[src/hdl/itm_pkg.sv]
// itm_pkg: shared constants and types for the two-wire master engine
// assumes: included before the line interface and both engine modules
package itm_pkg;

  // ==========================================================================
  // widths
  localparam int PER_W  = 8;   // period and hold programming width
  localparam int ADDR_W = 7;   // own slave address width
  localparam int BYTE_W = 8;   // shifted byte width

  // ==========================================================================
  // mode select and bit counting
  localparam logic [1:0] MODE_TWOWIRE = 2'h3;  // unit_mode_select code for two-wire
  localparam logic [3:0] BIT_FIRST    = 4'h0;  // first bit of a byte (msb)
  localparam logic [3:0] BIT_ACK      = 4'h8;  // ninth bit: acknowledge slot
  localparam logic [PER_W:0] CNT_ONE  = 9'h001;
  localparam logic [PER_W:0] CNT_ZERO = 9'h000;
  localparam logic [PER_W:0] CNT_MAX  = 9'h1ff;

  // ==========================================================================
  // values after reset
  localparam logic [BYTE_W-1:0] DATA_RST = 8'h00;
  localparam logic [3:0]        BIT_RST  = 4'h0;
  localparam logic [2:0]        SYNC_RST = 3'h7;  // idle bus reads high

  // ==========================================================================
  // engine states, one-hot
  typedef enum logic [10:0] {
    ST_IDLE      = 11'h001,
    ST_START     = 11'h002,
    ST_BIT_LOW   = 11'h004,
    ST_BIT_HIGH  = 11'h008,
    ST_HOLD      = 11'h010,
    ST_RS_LOW    = 11'h020,
    ST_RS_HIGH   = 11'h040,
    ST_STOP_LOW  = 11'h080,
    ST_STOP_HIGH = 11'h100,
    ST_STOP_END  = 11'h200,
    ST_DONE      = 11'h400
  } itm_state_t;

endpackage : itm_pkg

[src/hdl/itm_line_if.sv]
// itm_line_if: filtered bus levels and bus conditions between the
// pin synchroniser and the engine
// assumes: one clk_sys domain on both sides
`timescale 1ns/1ps
interface itm_line_if;
  logic scl_lvl;     // filtered clock line level
  logic sda_lvl;     // filtered data line level
  logic start_seen;  // start condition seen, one cycle
  logic stop_seen;   // stop condition seen, one cycle

  modport src (output scl_lvl, output sda_lvl, output start_seen, output stop_seen);
  modport snk (input scl_lvl, input sda_lvl, input start_seen, input stop_seen);
endinterface : itm_line_if

[src/hdl/itm_pin_sync.sv]
// itm_pin_sync: three-flop synchroniser and agreement filter for the two
// bus lines, plus start and stop detection on the filtered levels
// assumes: raw pin levels are asynchronous to clk_sys
`timescale 1ns/1ps
module itm_pin_sync (
  input  wire logic  clk_sys,  // system clock
  input  wire logic  rst_b,    // sync reset, active low
  input  wire logic  scl_i,    // raw clock line level
  input  wire logic  sda_i,    // raw data line level
  itm_line_if.src    line      // filtered levels out
);
  import itm_pkg::*;

  logic [1:0] raw;
  logic [1:0] lvl_r;
  logic [1:0] lvl_d_r;

  assign raw = {scl_i, sda_i};

  // ==========================================================================
  // per line: three flops, level moves when second and third agree
  for (genvar g = 0; g < 2; g++) begin : g_line
    logic [2:0] sync_r;
    always_ff @(posedge clk_sys) begin
      if (!rst_b) begin
        sync_r <= SYNC_RST;
      end else begin
        sync_r <= {sync_r[1:0], raw[g]};
      end
    end
    always_ff @(posedge clk_sys) begin
      if (!rst_b) begin
        lvl_r[g] <= 1'b1;
      end else if (sync_r[1] == sync_r[2]) begin
        lvl_r[g] <= sync_r[1];
      end
    end
  end

  // ==========================================================================
  // previous filtered level for condition detection
  always_ff @(posedge clk_sys) begin
    if (!rst_b) begin
      lvl_d_r <= 2'h3;
    end else begin
      lvl_d_r <= lvl_r;
    end
  end

  // data edges while the clock line stays high
  assign line.scl_lvl    = lvl_r[1];
  assign line.sda_lvl    = lvl_r[0];
  assign line.start_seen = lvl_r[1] & lvl_d_r[1] & lvl_d_r[0] & ~lvl_r[0];
  assign line.stop_seen  = lvl_r[1] & lvl_d_r[1] & ~lvl_d_r[0] & lvl_r[0];

endmodule : itm_pin_sync

[src/hdl/itm_engine.sv]
// itm_engine: two-wire bus master engine, transmitter and receiver roles
// assumes: open-drain pads outside; oe high pulls the line low; software
// side reaches the control and status bits as plain ports
`timescale 1ns/1ps

module itm_engine (
  input  wire logic                         clk_sys,             // system clock
  input  wire logic                         rst_b,               // sync reset, active low
  input  wire logic [1:0]                   unit_mode_select,    // mode select field
  input  wire logic                         unit_enable_bit,     // unit enable
  input  wire logic                         shift_data_wr,       // data register write strobe
  input  wire logic [itm_pkg::BYTE_W-1:0]   shift_data_in,       // data register write value
  input  wire logic [itm_pkg::PER_W-1:0]    clk_low_period_reg,  // clock low period
  input  wire logic [itm_pkg::PER_W-1:0]    clk_high_period_reg, // clock high period
  input  wire logic [itm_pkg::PER_W-1:0]    sda_hold_reg,        // data hold after fall
  input  wire logic [itm_pkg::ADDR_W-1:0]   own_slave_addr_field,// own slave address
  input  wire logic                         start_cmd_bit,       // start command strobe
  input  wire logic                         stop_cmd_bit,        // stop command strobe
  input  wire logic                         ack_enable_bit,      // acknowledge enable level
  input  wire logic                         bus_state_wr,        // status write strobe
  input  wire logic                         scl_i,               // clock line level
  input  wire logic                         sda_i,               // data line level
  output logic                              scl_o,               // clock line out, always 0
  output logic                              scl_oe,              // clock line pull low
  output logic                              sda_o,               // data line out, always 0
  output logic                              sda_oe,              // data line pull low
  output logic [itm_pkg::BYTE_W-1:0]        shift_data_reg,      // data register read value
  output logic                              arb_lost_flag,       // mastership lost
  output logic                              rx_ack_flag,         // acknowledge seen
  output logic                              stop_done_flag,      // stop finished
  output logic                              address_phase_irq,   // address byte done
  output logic                              byte_done_irq,       // data byte done
  output logic                              twowire_irq_flag,    // any bus event
  output logic                              master_rx_role,      // 1 receiver, 0 transmitter
  output logic                              slave_sel_flag,      // addressed as slave
  output logic                              bus_busy_flag        // bus between start and stop
);
  import itm_pkg::*;

  itm_line_if line ();

  itm_state_t          state_r;
  itm_state_t          state_nxt;
  logic [PER_W:0]      cnt_r;
  logic [3:0]          bit_idx_r;
  logic [BYTE_W-1:0]   sh_r;
  logic                start_pend_r;
  logic                stop_pend_r;
  logic                addr_ph_r;
  logic                ena;
  logic                lo_done;
  logic                hi_done;
  logic                hold_hit;
  logic                scl_rel;
  logic                tx_now;
  logic                arb_hit;
  logic                ack_end;
  logic                match;
  logic                drv_bit;

  // ==========================================================================
  // pin synchroniser
  itm_pin_sync u_sync (
    .clk_sys (clk_sys),
    .rst_b   (rst_b),
    .scl_i   (scl_i),
    .sda_i   (sda_i),
    .line    (line)
  );

  // ==========================================================================
  // phase timing and decode
  assign ena      = unit_enable_bit && (unit_mode_select == MODE_TWOWIRE);
  assign lo_done  = (cnt_r + CNT_ONE) >= {1'b0, clk_low_period_reg};
  assign hi_done  = line.scl_lvl && ((cnt_r + CNT_ONE) >= {1'b0, clk_high_period_reg});
  assign hold_hit = cnt_r == {1'b0, sda_hold_reg};
  assign scl_rel  = (state_r == ST_START) || (state_r == ST_BIT_HIGH) ||
                    (state_r == ST_RS_HIGH) || (state_r == ST_STOP_HIGH) ||
                    (state_r == ST_STOP_END);
  assign tx_now   = (addr_ph_r || !master_rx_role) && !arb_lost_flag;
  assign match    = sh_r[BYTE_W-1:1] == own_slave_addr_field;
  assign ack_end  = (state_r == ST_BIT_HIGH) && hi_done && (bit_idx_r == BIT_ACK);

  // released data while sending a one but bus reads low
  assign arb_hit  = (state_r == ST_BIT_HIGH) && (bit_idx_r < BIT_ACK) && tx_now &&
                    !sda_oe && line.scl_lvl && !line.sda_lvl;

  // ==========================================================================
  // level to drive in a bit slot
  always_comb begin
    if (bit_idx_r < BIT_ACK) begin
      drv_bit = tx_now && !sh_r[BYTE_W-1];
    end else if (arb_lost_flag) begin
      drv_bit = ack_enable_bit && match;
    end else begin
      drv_bit = master_rx_role && !addr_ph_r && ack_enable_bit;
    end
  end

  // ==========================================================================
  // next state
  always_comb begin
    state_nxt = state_r;
    case (state_r)
      ST_IDLE: begin
        if (start_pend_r && !bus_busy_flag) begin
          state_nxt = ST_START;
        end
      end
      ST_START: begin
        if (hi_done) begin
          state_nxt = ST_BIT_LOW;
        end
      end
      ST_BIT_LOW: begin
        if (lo_done) begin
          state_nxt = ST_BIT_HIGH;
        end
      end
      ST_BIT_HIGH: begin
        if (arb_hit && !addr_ph_r) begin
          state_nxt = ST_IDLE;
        end else if (ack_end) begin
          if (arb_lost_flag && !(ack_enable_bit && match)) begin
            state_nxt = ST_IDLE;
          end else begin
            state_nxt = ST_HOLD;
          end
        end else if (hi_done) begin
          state_nxt = ST_BIT_LOW;
        end
      end
      ST_HOLD: begin
        if (bus_state_wr) begin
          if (slave_sel_flag) begin
            state_nxt = ST_IDLE;
          end else if (stop_pend_r) begin
            state_nxt = ST_STOP_LOW;
          end else if (start_pend_r) begin
            state_nxt = ST_RS_LOW;
          end else begin
            state_nxt = ST_BIT_LOW;
          end
        end
      end
      ST_RS_LOW: begin
        if (lo_done) begin
          state_nxt = ST_RS_HIGH;
        end
      end
      ST_RS_HIGH: begin
        if (hi_done) begin
          state_nxt = ST_START;
        end
      end
      ST_STOP_LOW: begin
        if (lo_done) begin
          state_nxt = ST_STOP_HIGH;
        end
      end
      ST_STOP_HIGH: begin
        if (hi_done) begin
          state_nxt = ST_STOP_END;
        end
      end
      ST_STOP_END: begin
        if (hi_done) begin
          state_nxt = ST_DONE;
        end
      end
      ST_DONE: begin
        if (bus_state_wr) begin
          state_nxt = ST_IDLE;
        end
      end
      default: begin
        state_nxt = ST_IDLE;
      end
    endcase
    if (!ena) begin
      state_nxt = ST_IDLE;
    end
  end

  // ==========================================================================
  // state register
  always_ff @(posedge clk_sys) begin
    if (!rst_b) begin
      state_r <= ST_IDLE;
    end else begin
      state_r <= state_nxt;
    end
  end

  // phase counter; waits while another party stretches the clock
  always_ff @(posedge clk_sys) begin
    if (!rst_b) begin
      cnt_r <= CNT_ZERO;
    end else if (state_nxt != state_r) begin
      cnt_r <= CNT_ZERO;
    end else if (scl_rel && !line.scl_lvl) begin
      cnt_r <= CNT_ZERO;
    end else if (cnt_r != CNT_MAX) begin
      cnt_r <= cnt_r + CNT_ONE;
    end
  end

  // ==========================================================================
  // bit index and shifter
  always_ff @(posedge clk_sys) begin
    if (!rst_b) begin
      bit_idx_r <= BIT_RST;
      sh_r      <= DATA_RST;
    end else if ((state_nxt == ST_BIT_LOW) &&
                 ((state_r == ST_START) || (state_r == ST_HOLD))) begin
      bit_idx_r <= BIT_FIRST;
      sh_r      <= shift_data_reg;
    end else if ((state_r == ST_BIT_HIGH) && hi_done && (bit_idx_r < BIT_ACK)) begin
      bit_idx_r <= bit_idx_r + 4'h1;
      sh_r      <= {sh_r[BYTE_W-2:0], line.sda_lvl};
    end
  end

  // data register: software write, or a byte taken from the slave
  always_ff @(posedge clk_sys) begin
    if (!rst_b) begin
      shift_data_reg <= DATA_RST;
    end else if (shift_data_wr) begin
      shift_data_reg <= shift_data_in;
    end else if (ack_end && master_rx_role && !addr_ph_r && !arb_lost_flag) begin
      shift_data_reg <= sh_r;
    end
  end

  // ==========================================================================
  // pending commands and address phase
  always_ff @(posedge clk_sys) begin
    if (!rst_b) begin
      start_pend_r <= 1'b0;
      stop_pend_r  <= 1'b0;
      addr_ph_r    <= 1'b0;
    end else if (!ena) begin
      start_pend_r <= 1'b0;
      stop_pend_r  <= 1'b0;
      addr_ph_r    <= 1'b0;
    end else begin
      if (start_cmd_bit) begin
        start_pend_r <= 1'b1;
      end else if (state_nxt == ST_START) begin
        start_pend_r <= 1'b0;
      end
      if (stop_cmd_bit) begin
        stop_pend_r <= 1'b1;
      end else if (state_nxt == ST_STOP_LOW) begin
        stop_pend_r <= 1'b0;
      end
      if (state_nxt == ST_START) begin
        addr_ph_r <= 1'b1;
      end else if (ack_end || (state_nxt == ST_IDLE)) begin
        addr_ph_r <= 1'b0;
      end
    end
  end

  // role from the direction bit of the address just sent
  always_ff @(posedge clk_sys) begin
    if (!rst_b) begin
      master_rx_role <= 1'b0;
    end else if (ack_end && addr_ph_r && !arb_lost_flag) begin
      master_rx_role <= shift_data_reg[0];
    end
  end

  // ==========================================================================
  // status flags; a set wins over a status write in the same cycle
  always_ff @(posedge clk_sys) begin
    if (!rst_b) begin
      arb_lost_flag     <= 1'b0;
      rx_ack_flag       <= 1'b0;
      stop_done_flag    <= 1'b0;
      address_phase_irq <= 1'b0;
      byte_done_irq     <= 1'b0;
      slave_sel_flag    <= 1'b0;
    end else begin
      if (arb_hit) begin
        arb_lost_flag <= 1'b1;
      end else if (bus_state_wr || (state_nxt == ST_START)) begin
        arb_lost_flag <= 1'b0;
      end
      if (ack_end) begin
        rx_ack_flag <= !line.sda_lvl;
      end
      if ((state_r == ST_STOP_END) && (state_nxt == ST_DONE)) begin
        stop_done_flag <= 1'b1;
      end else if (bus_state_wr) begin
        stop_done_flag <= 1'b0;
      end
      if (ack_end && addr_ph_r && !arb_lost_flag) begin
        address_phase_irq <= 1'b1;
      end else if (bus_state_wr) begin
        address_phase_irq <= 1'b0;
      end
      if (ack_end && !addr_ph_r && !arb_lost_flag) begin
        byte_done_irq <= 1'b1;
      end else if (bus_state_wr) begin
        byte_done_irq <= 1'b0;
      end
      if (ack_end && arb_lost_flag && ack_enable_bit && match) begin
        slave_sel_flag <= 1'b1;
      end else if (bus_state_wr) begin
        slave_sel_flag <= 1'b0;
      end
    end
  end

  // shared interrupt flag; start transmission is not an event
  always_ff @(posedge clk_sys) begin
    if (!rst_b) begin
      twowire_irq_flag <= 1'b0;
    end else if ((ack_end && (state_nxt == ST_HOLD)) || arb_hit ||
                 ((state_r == ST_STOP_END) && (state_nxt == ST_DONE))) begin
      twowire_irq_flag <= 1'b1;
    end else if (bus_state_wr) begin
      twowire_irq_flag <= 1'b0;
    end
  end

  // bus busy between start and stop seen on the lines
  always_ff @(posedge clk_sys) begin
    if (!rst_b) begin
      bus_busy_flag <= 1'b0;
    end else if (line.start_seen) begin
      bus_busy_flag <= 1'b1;
    end else if (line.stop_seen) begin
      bus_busy_flag <= 1'b0;
    end
  end

  // ==========================================================================
  // line drivers: pull low or release only
  always_ff @(posedge clk_sys) begin
    if (!rst_b) begin
      scl_o  <= 1'b0;
      scl_oe <= 1'b0;
    end else begin
      scl_o  <= 1'b0;
      scl_oe <= (state_nxt == ST_BIT_LOW) || (state_nxt == ST_HOLD) ||
                (state_nxt == ST_RS_LOW) || (state_nxt == ST_STOP_LOW);
    end
  end

  always_ff @(posedge clk_sys) begin
    if (!rst_b) begin
      sda_o  <= 1'b0;
      sda_oe <= 1'b0;
    end else begin
      sda_o <= 1'b0;
      case (state_r)
        ST_START, ST_STOP_HIGH: begin
          sda_oe <= 1'b1;
        end
        ST_BIT_LOW: begin
          if (hold_hit) begin
            sda_oe <= drv_bit;
          end
        end
        ST_BIT_HIGH: begin
          if (arb_hit || (state_nxt == ST_IDLE)) begin
            sda_oe <= 1'b0;
          end
        end
        ST_RS_LOW: begin
          if (hold_hit) begin
            sda_oe <= 1'b0;
          end
        end
        ST_STOP_LOW: begin
          if (hold_hit) begin
            sda_oe <= 1'b1;
          end
        end
        ST_HOLD: begin
          sda_oe <= sda_oe;
        end
        default: begin
          sda_oe <= 1'b0;
        end
      endcase
    end
  end

endmodule : itm_engine

[config.mk]
export PLATFORM = sky130hd
export DESIGN_NAME = itm_engine
export DESIGN_NICKNAME = d
export VERILOG_FILES = /design/src/hdl/itm_pkg.sv /design/src/hdl/itm_line_if.sv /design/src/hdl/itm_pin_sync.sv /design/src/hdl/itm_engine.sv
export SDC_FILE = /design/constraint.sdc
export NUM_CORES = 1
export LEC_CHECK = 0
export BUFFER_PORTS_ARGS = -buffer_cell sky130_fd_sc_hd__clkbuf_2
export CORE_UTILIZATION = 30
export DETAILED_ROUTE_END_ITERATION = 7
export PLACE_DENSITY_LB_ADDON = 0.12
export REMOVE_ABC_BUFFERS = 1
export SLEW_MARGIN = 20
export SYNTH_ARGS = -nofsm -noshare
export SYNTH_HDL_FRONTEND = slang
export SYNTH_HIERARCHICAL = 1
export SYNTH_SLANG_ARGS = --single-unit
[constraint.sdc]
create_clock -name clk_sys -period 4.14 [get_ports clk_sys]
set_clock_uncertainty 0.2 [all_clocks]
set_input_delay 0.828 -clock clk_sys [delete_from_list [all_inputs] [get_ports clk_sys]]
set_output_delay 0.828 -clock clk_sys [all_outputs]
set_load 0.005 [all_outputs]
==> flow_summary.yaml <==
run_status:
  status: "complete, no violations"
clock_tree:
  clockBufferDepth: 2
  cts_sinks: 64
  post-cts-setup-buffers: 0
  clock_latency_ns: 0.33
  clkTransAtPathRegs_ns: 0.05
  cts_tree: "built"
  cts-hold-fix-buffers: 0
  htree_levels: 3
  cts_buffers: 9
  clk_root_buffer_cell: "clkbuf_16"
place:
  place_congestion: 0.861
  dp_hpwl_um: 9770
  io_buffers: 69
synth:
  synth.distinct_cells: 77
  synthFlopType: "dfxtp_1"
  yosys-top-cells-area: "dfxtp_1, ha_1, nor2_1"
  avgSynthCellArea_um2: 8.51
  synth_warnings: 6
  netlist_area_mm2: 0.00450
  ys_ff_latch: 64
  synth_top_cell_by_area: "dfxtp_1"
  async_flop_share_pct: 0
  seq_area_frac_synth_pct: 28.5
  synth_top_area_share_pct: 28.5
  syn-instance-count: 529
  synth-edff-count: 0
sta:
  final_max_slew_viol_count: 0
  final-hold-violation-count: 0
  setup_viol: 0
  rsz0062_at_grt: "no"
  finalSetupTns_ns: 0
  fmax_mhz: 265
  fin_crit_sh_pct: 91.1
  period_minus_slack_ns: 3.77
  relSlewSlack_pct: 52.1
  tightest_slew_ns: 0.709
critical_path:
  worstSetupEndpointType: "flip-flop"
  critPathTopFamily: "simple AND/OR/NAND/NOR gates"
  critPathArrivalTime_ns: 3.81
  criticalPathCategory: "reg -> reg"
  cp_num_buf_inv: 1
  crit_slowest_cell: "nor4b_1"
  start_kind: "flip-flop"
  worstPathRequired_ns: 4.18
  worstPathCellList: "ha_1 -> nand3_1 -> nor2_1 -> and3_1 -> ha_1 -> nand2b_1 -> nor3_1 -> a211oi_2 -> buf_12 -> nor4b_1 -> nor4_4 -> xnor2_1 -> a21o_1 -> nor4_2"
  path_max_fanout: 15
  path_common_cell: "ha_1"
  reg2regPathDepth: 14
  cp_num_cells: 14
  max_stage_delay_ns: 0.47
grt:
  grt_usage_pct: 17.1
  antenna_found_initial: 0
  overflow: 0
  grt_pass1_wl_um: 21200
  first_global_vias: 4022
  grt_max_degree: 30
cells_and_area:
  top_register: "state_r"
  largest_reg_flops: 11
  drive_gt1_share_pct: 25.1
  reg.largest.list: "state_r: 11 flops, cnt_r: 9 flops"
  n_antenna_cell: 0
  area_growth_syn_to_layout_pct: 18.7
  final_core_utilization_pct: 36.6
  finalNetCount: 663
detailed_routing:
  wl_per_cell_um: 16.5
  routed_via_density: 5.29
  vias: 4128
  drc: 0
  drt_wl_total_um: 12900
  ant_nets: 0
  drt-initial-drc-count: 230
  drt-pass1-iter-count: 5
floorplan:
  io_pins: 72
  fp.dieW_um: 124
  initial_utilization_pct: 30.8
  core-area_mm2: 0.0146
  rows: 44
  die_area_mm2: 0.0155
  die_y_um: 124
min_path:
  hp-class: "reg -> reg"
  worst_hold_path.num_cells: 1
run:
  maxCapViolCount: 0
power_and_ir_drop:
  pwr_density_cell_mw_per_mm2: 277
  leakage_nw: 2.21
  vdd_ir_drop_max_mv: 0.188
## final cells by class
| cell class | count | area [µm²] |
|---|---|---|
| Fill cell | 1493 | 9250 |
| Multi-Input combinational cell | 409 | 2990 |
| Sequential cell | 64 | 1280 |
| Timing Repair Buffer | 82 | 455 |
| Clock buffer | 13 | 270 |
| Tap cell | 184 | 230 |
| Inverter | 26 | 97.6 |
| Clock inverter | 3 | 15.0 |
## metal layers
| layer | up-vias | track usage [%] | share of wire [%] |
|---|---|---|---|
| li1 | 2034 | - | - |
| met1 | 1947 | 23.3 | 47 |
| met2 | 129 | 26.8 | 46 |
| met3 | 18 | 3.22 | 5.5 |
| met4 | 0 | 6.02 | 1.5 |
| met5 | - | 0 | 0 |
## power by group
group | internal (mW) | switching, mW | total, mW
clock | 0.451 | 0.265 | 0.715
combinational | 0.0613 | 0.0687 | 0.130
sequential | 0.627 | 0.00857 | 0.636
total | 1.14 | 0.342 | 1.48
## layout by cell type (no fill, tap or decap), types with 11 or more instances in the layout
master    instances
buf_4            12
nor2_1           63
dfxtp_1          63
nand3_1          14
clkbuf_2         69
nand2b_1         16
mux2i_1          20
xnor2_1          24
nand2_1          37
o21ai_0          13
inv_1            26
a21oi_1          25
ha_1             20
nor3_1           11
## repair_timing
item / 4_1_cts / 5_1_grt
hold endpoints to repair: 0 / 0
endpoints found under the setup margin: 2 / 21
gates resized for setup: 1 / 4
## cell families after synthesis
family | synth area share [%]
adders and majority gates | 5.56
other | 0.0833
and+or+nand+nor | 28.2
AOI/OAI and AO/OA | 18.0
muxes | 7.45
buffers and inverters | 5.62
xor gates and xnor gates | 6.62
DFF | 28.5
## Yosys cell counts, drive strengths merged, types with 3 or more instances
master / number
or3: 5
a21oi: 25
dfxtp: 64
nand2b: 16
nor3: 14
a211oi: 14
o31a: 4
nor4b: 4
nand4: 10
o21ai: 17
a32oi: 3
xor2: 10
a211o: 3
buf: 20
and3: 7
or4: 4
xnor2: 24
mux2i: 20
nor4: 19
nor2: 65
clkbuf: 11
o41ai: 3
o211ai: 4
inv: 26
nand2: 38
o21a: 6
ha: 20
mux2: 12
nand3: 15
or2: 6
nor3b: 6
## path summary, 6_finish.rpt
check | slack [ns] | startpoint | end
min | 0.21 | u_sync/g_line[0].sync_r[0] | u_sync/g_line[0].sync_r[1]
max reg2reg | 0.37 | cnt_r[1] | cnt_r[7]
max | 0.37 | cnt_r[1] | cnt_r[7]
min reg2reg | 0.21 | u_sync/g_line[0].sync_r[0] | u_sync/g_line[0].sync_r[1]
## per-stage QoR
step	instances	instance area, µm²	setup WS (ns)	hold WS (ns)	power, mW
floorplan	499	4350	0.388	0.186	0.718
global placement	765	5030	0.173	0.189	0.777
detailed placement	765	5030	0.0279	0.197	0.779
CTS	781	5320	0.0605	0.209	1.50
global route	781	5340	0.0343	0.218	1.55
finish	781	5340	0.367	0.205	1.48
Power figures use the tool's default switching activity.
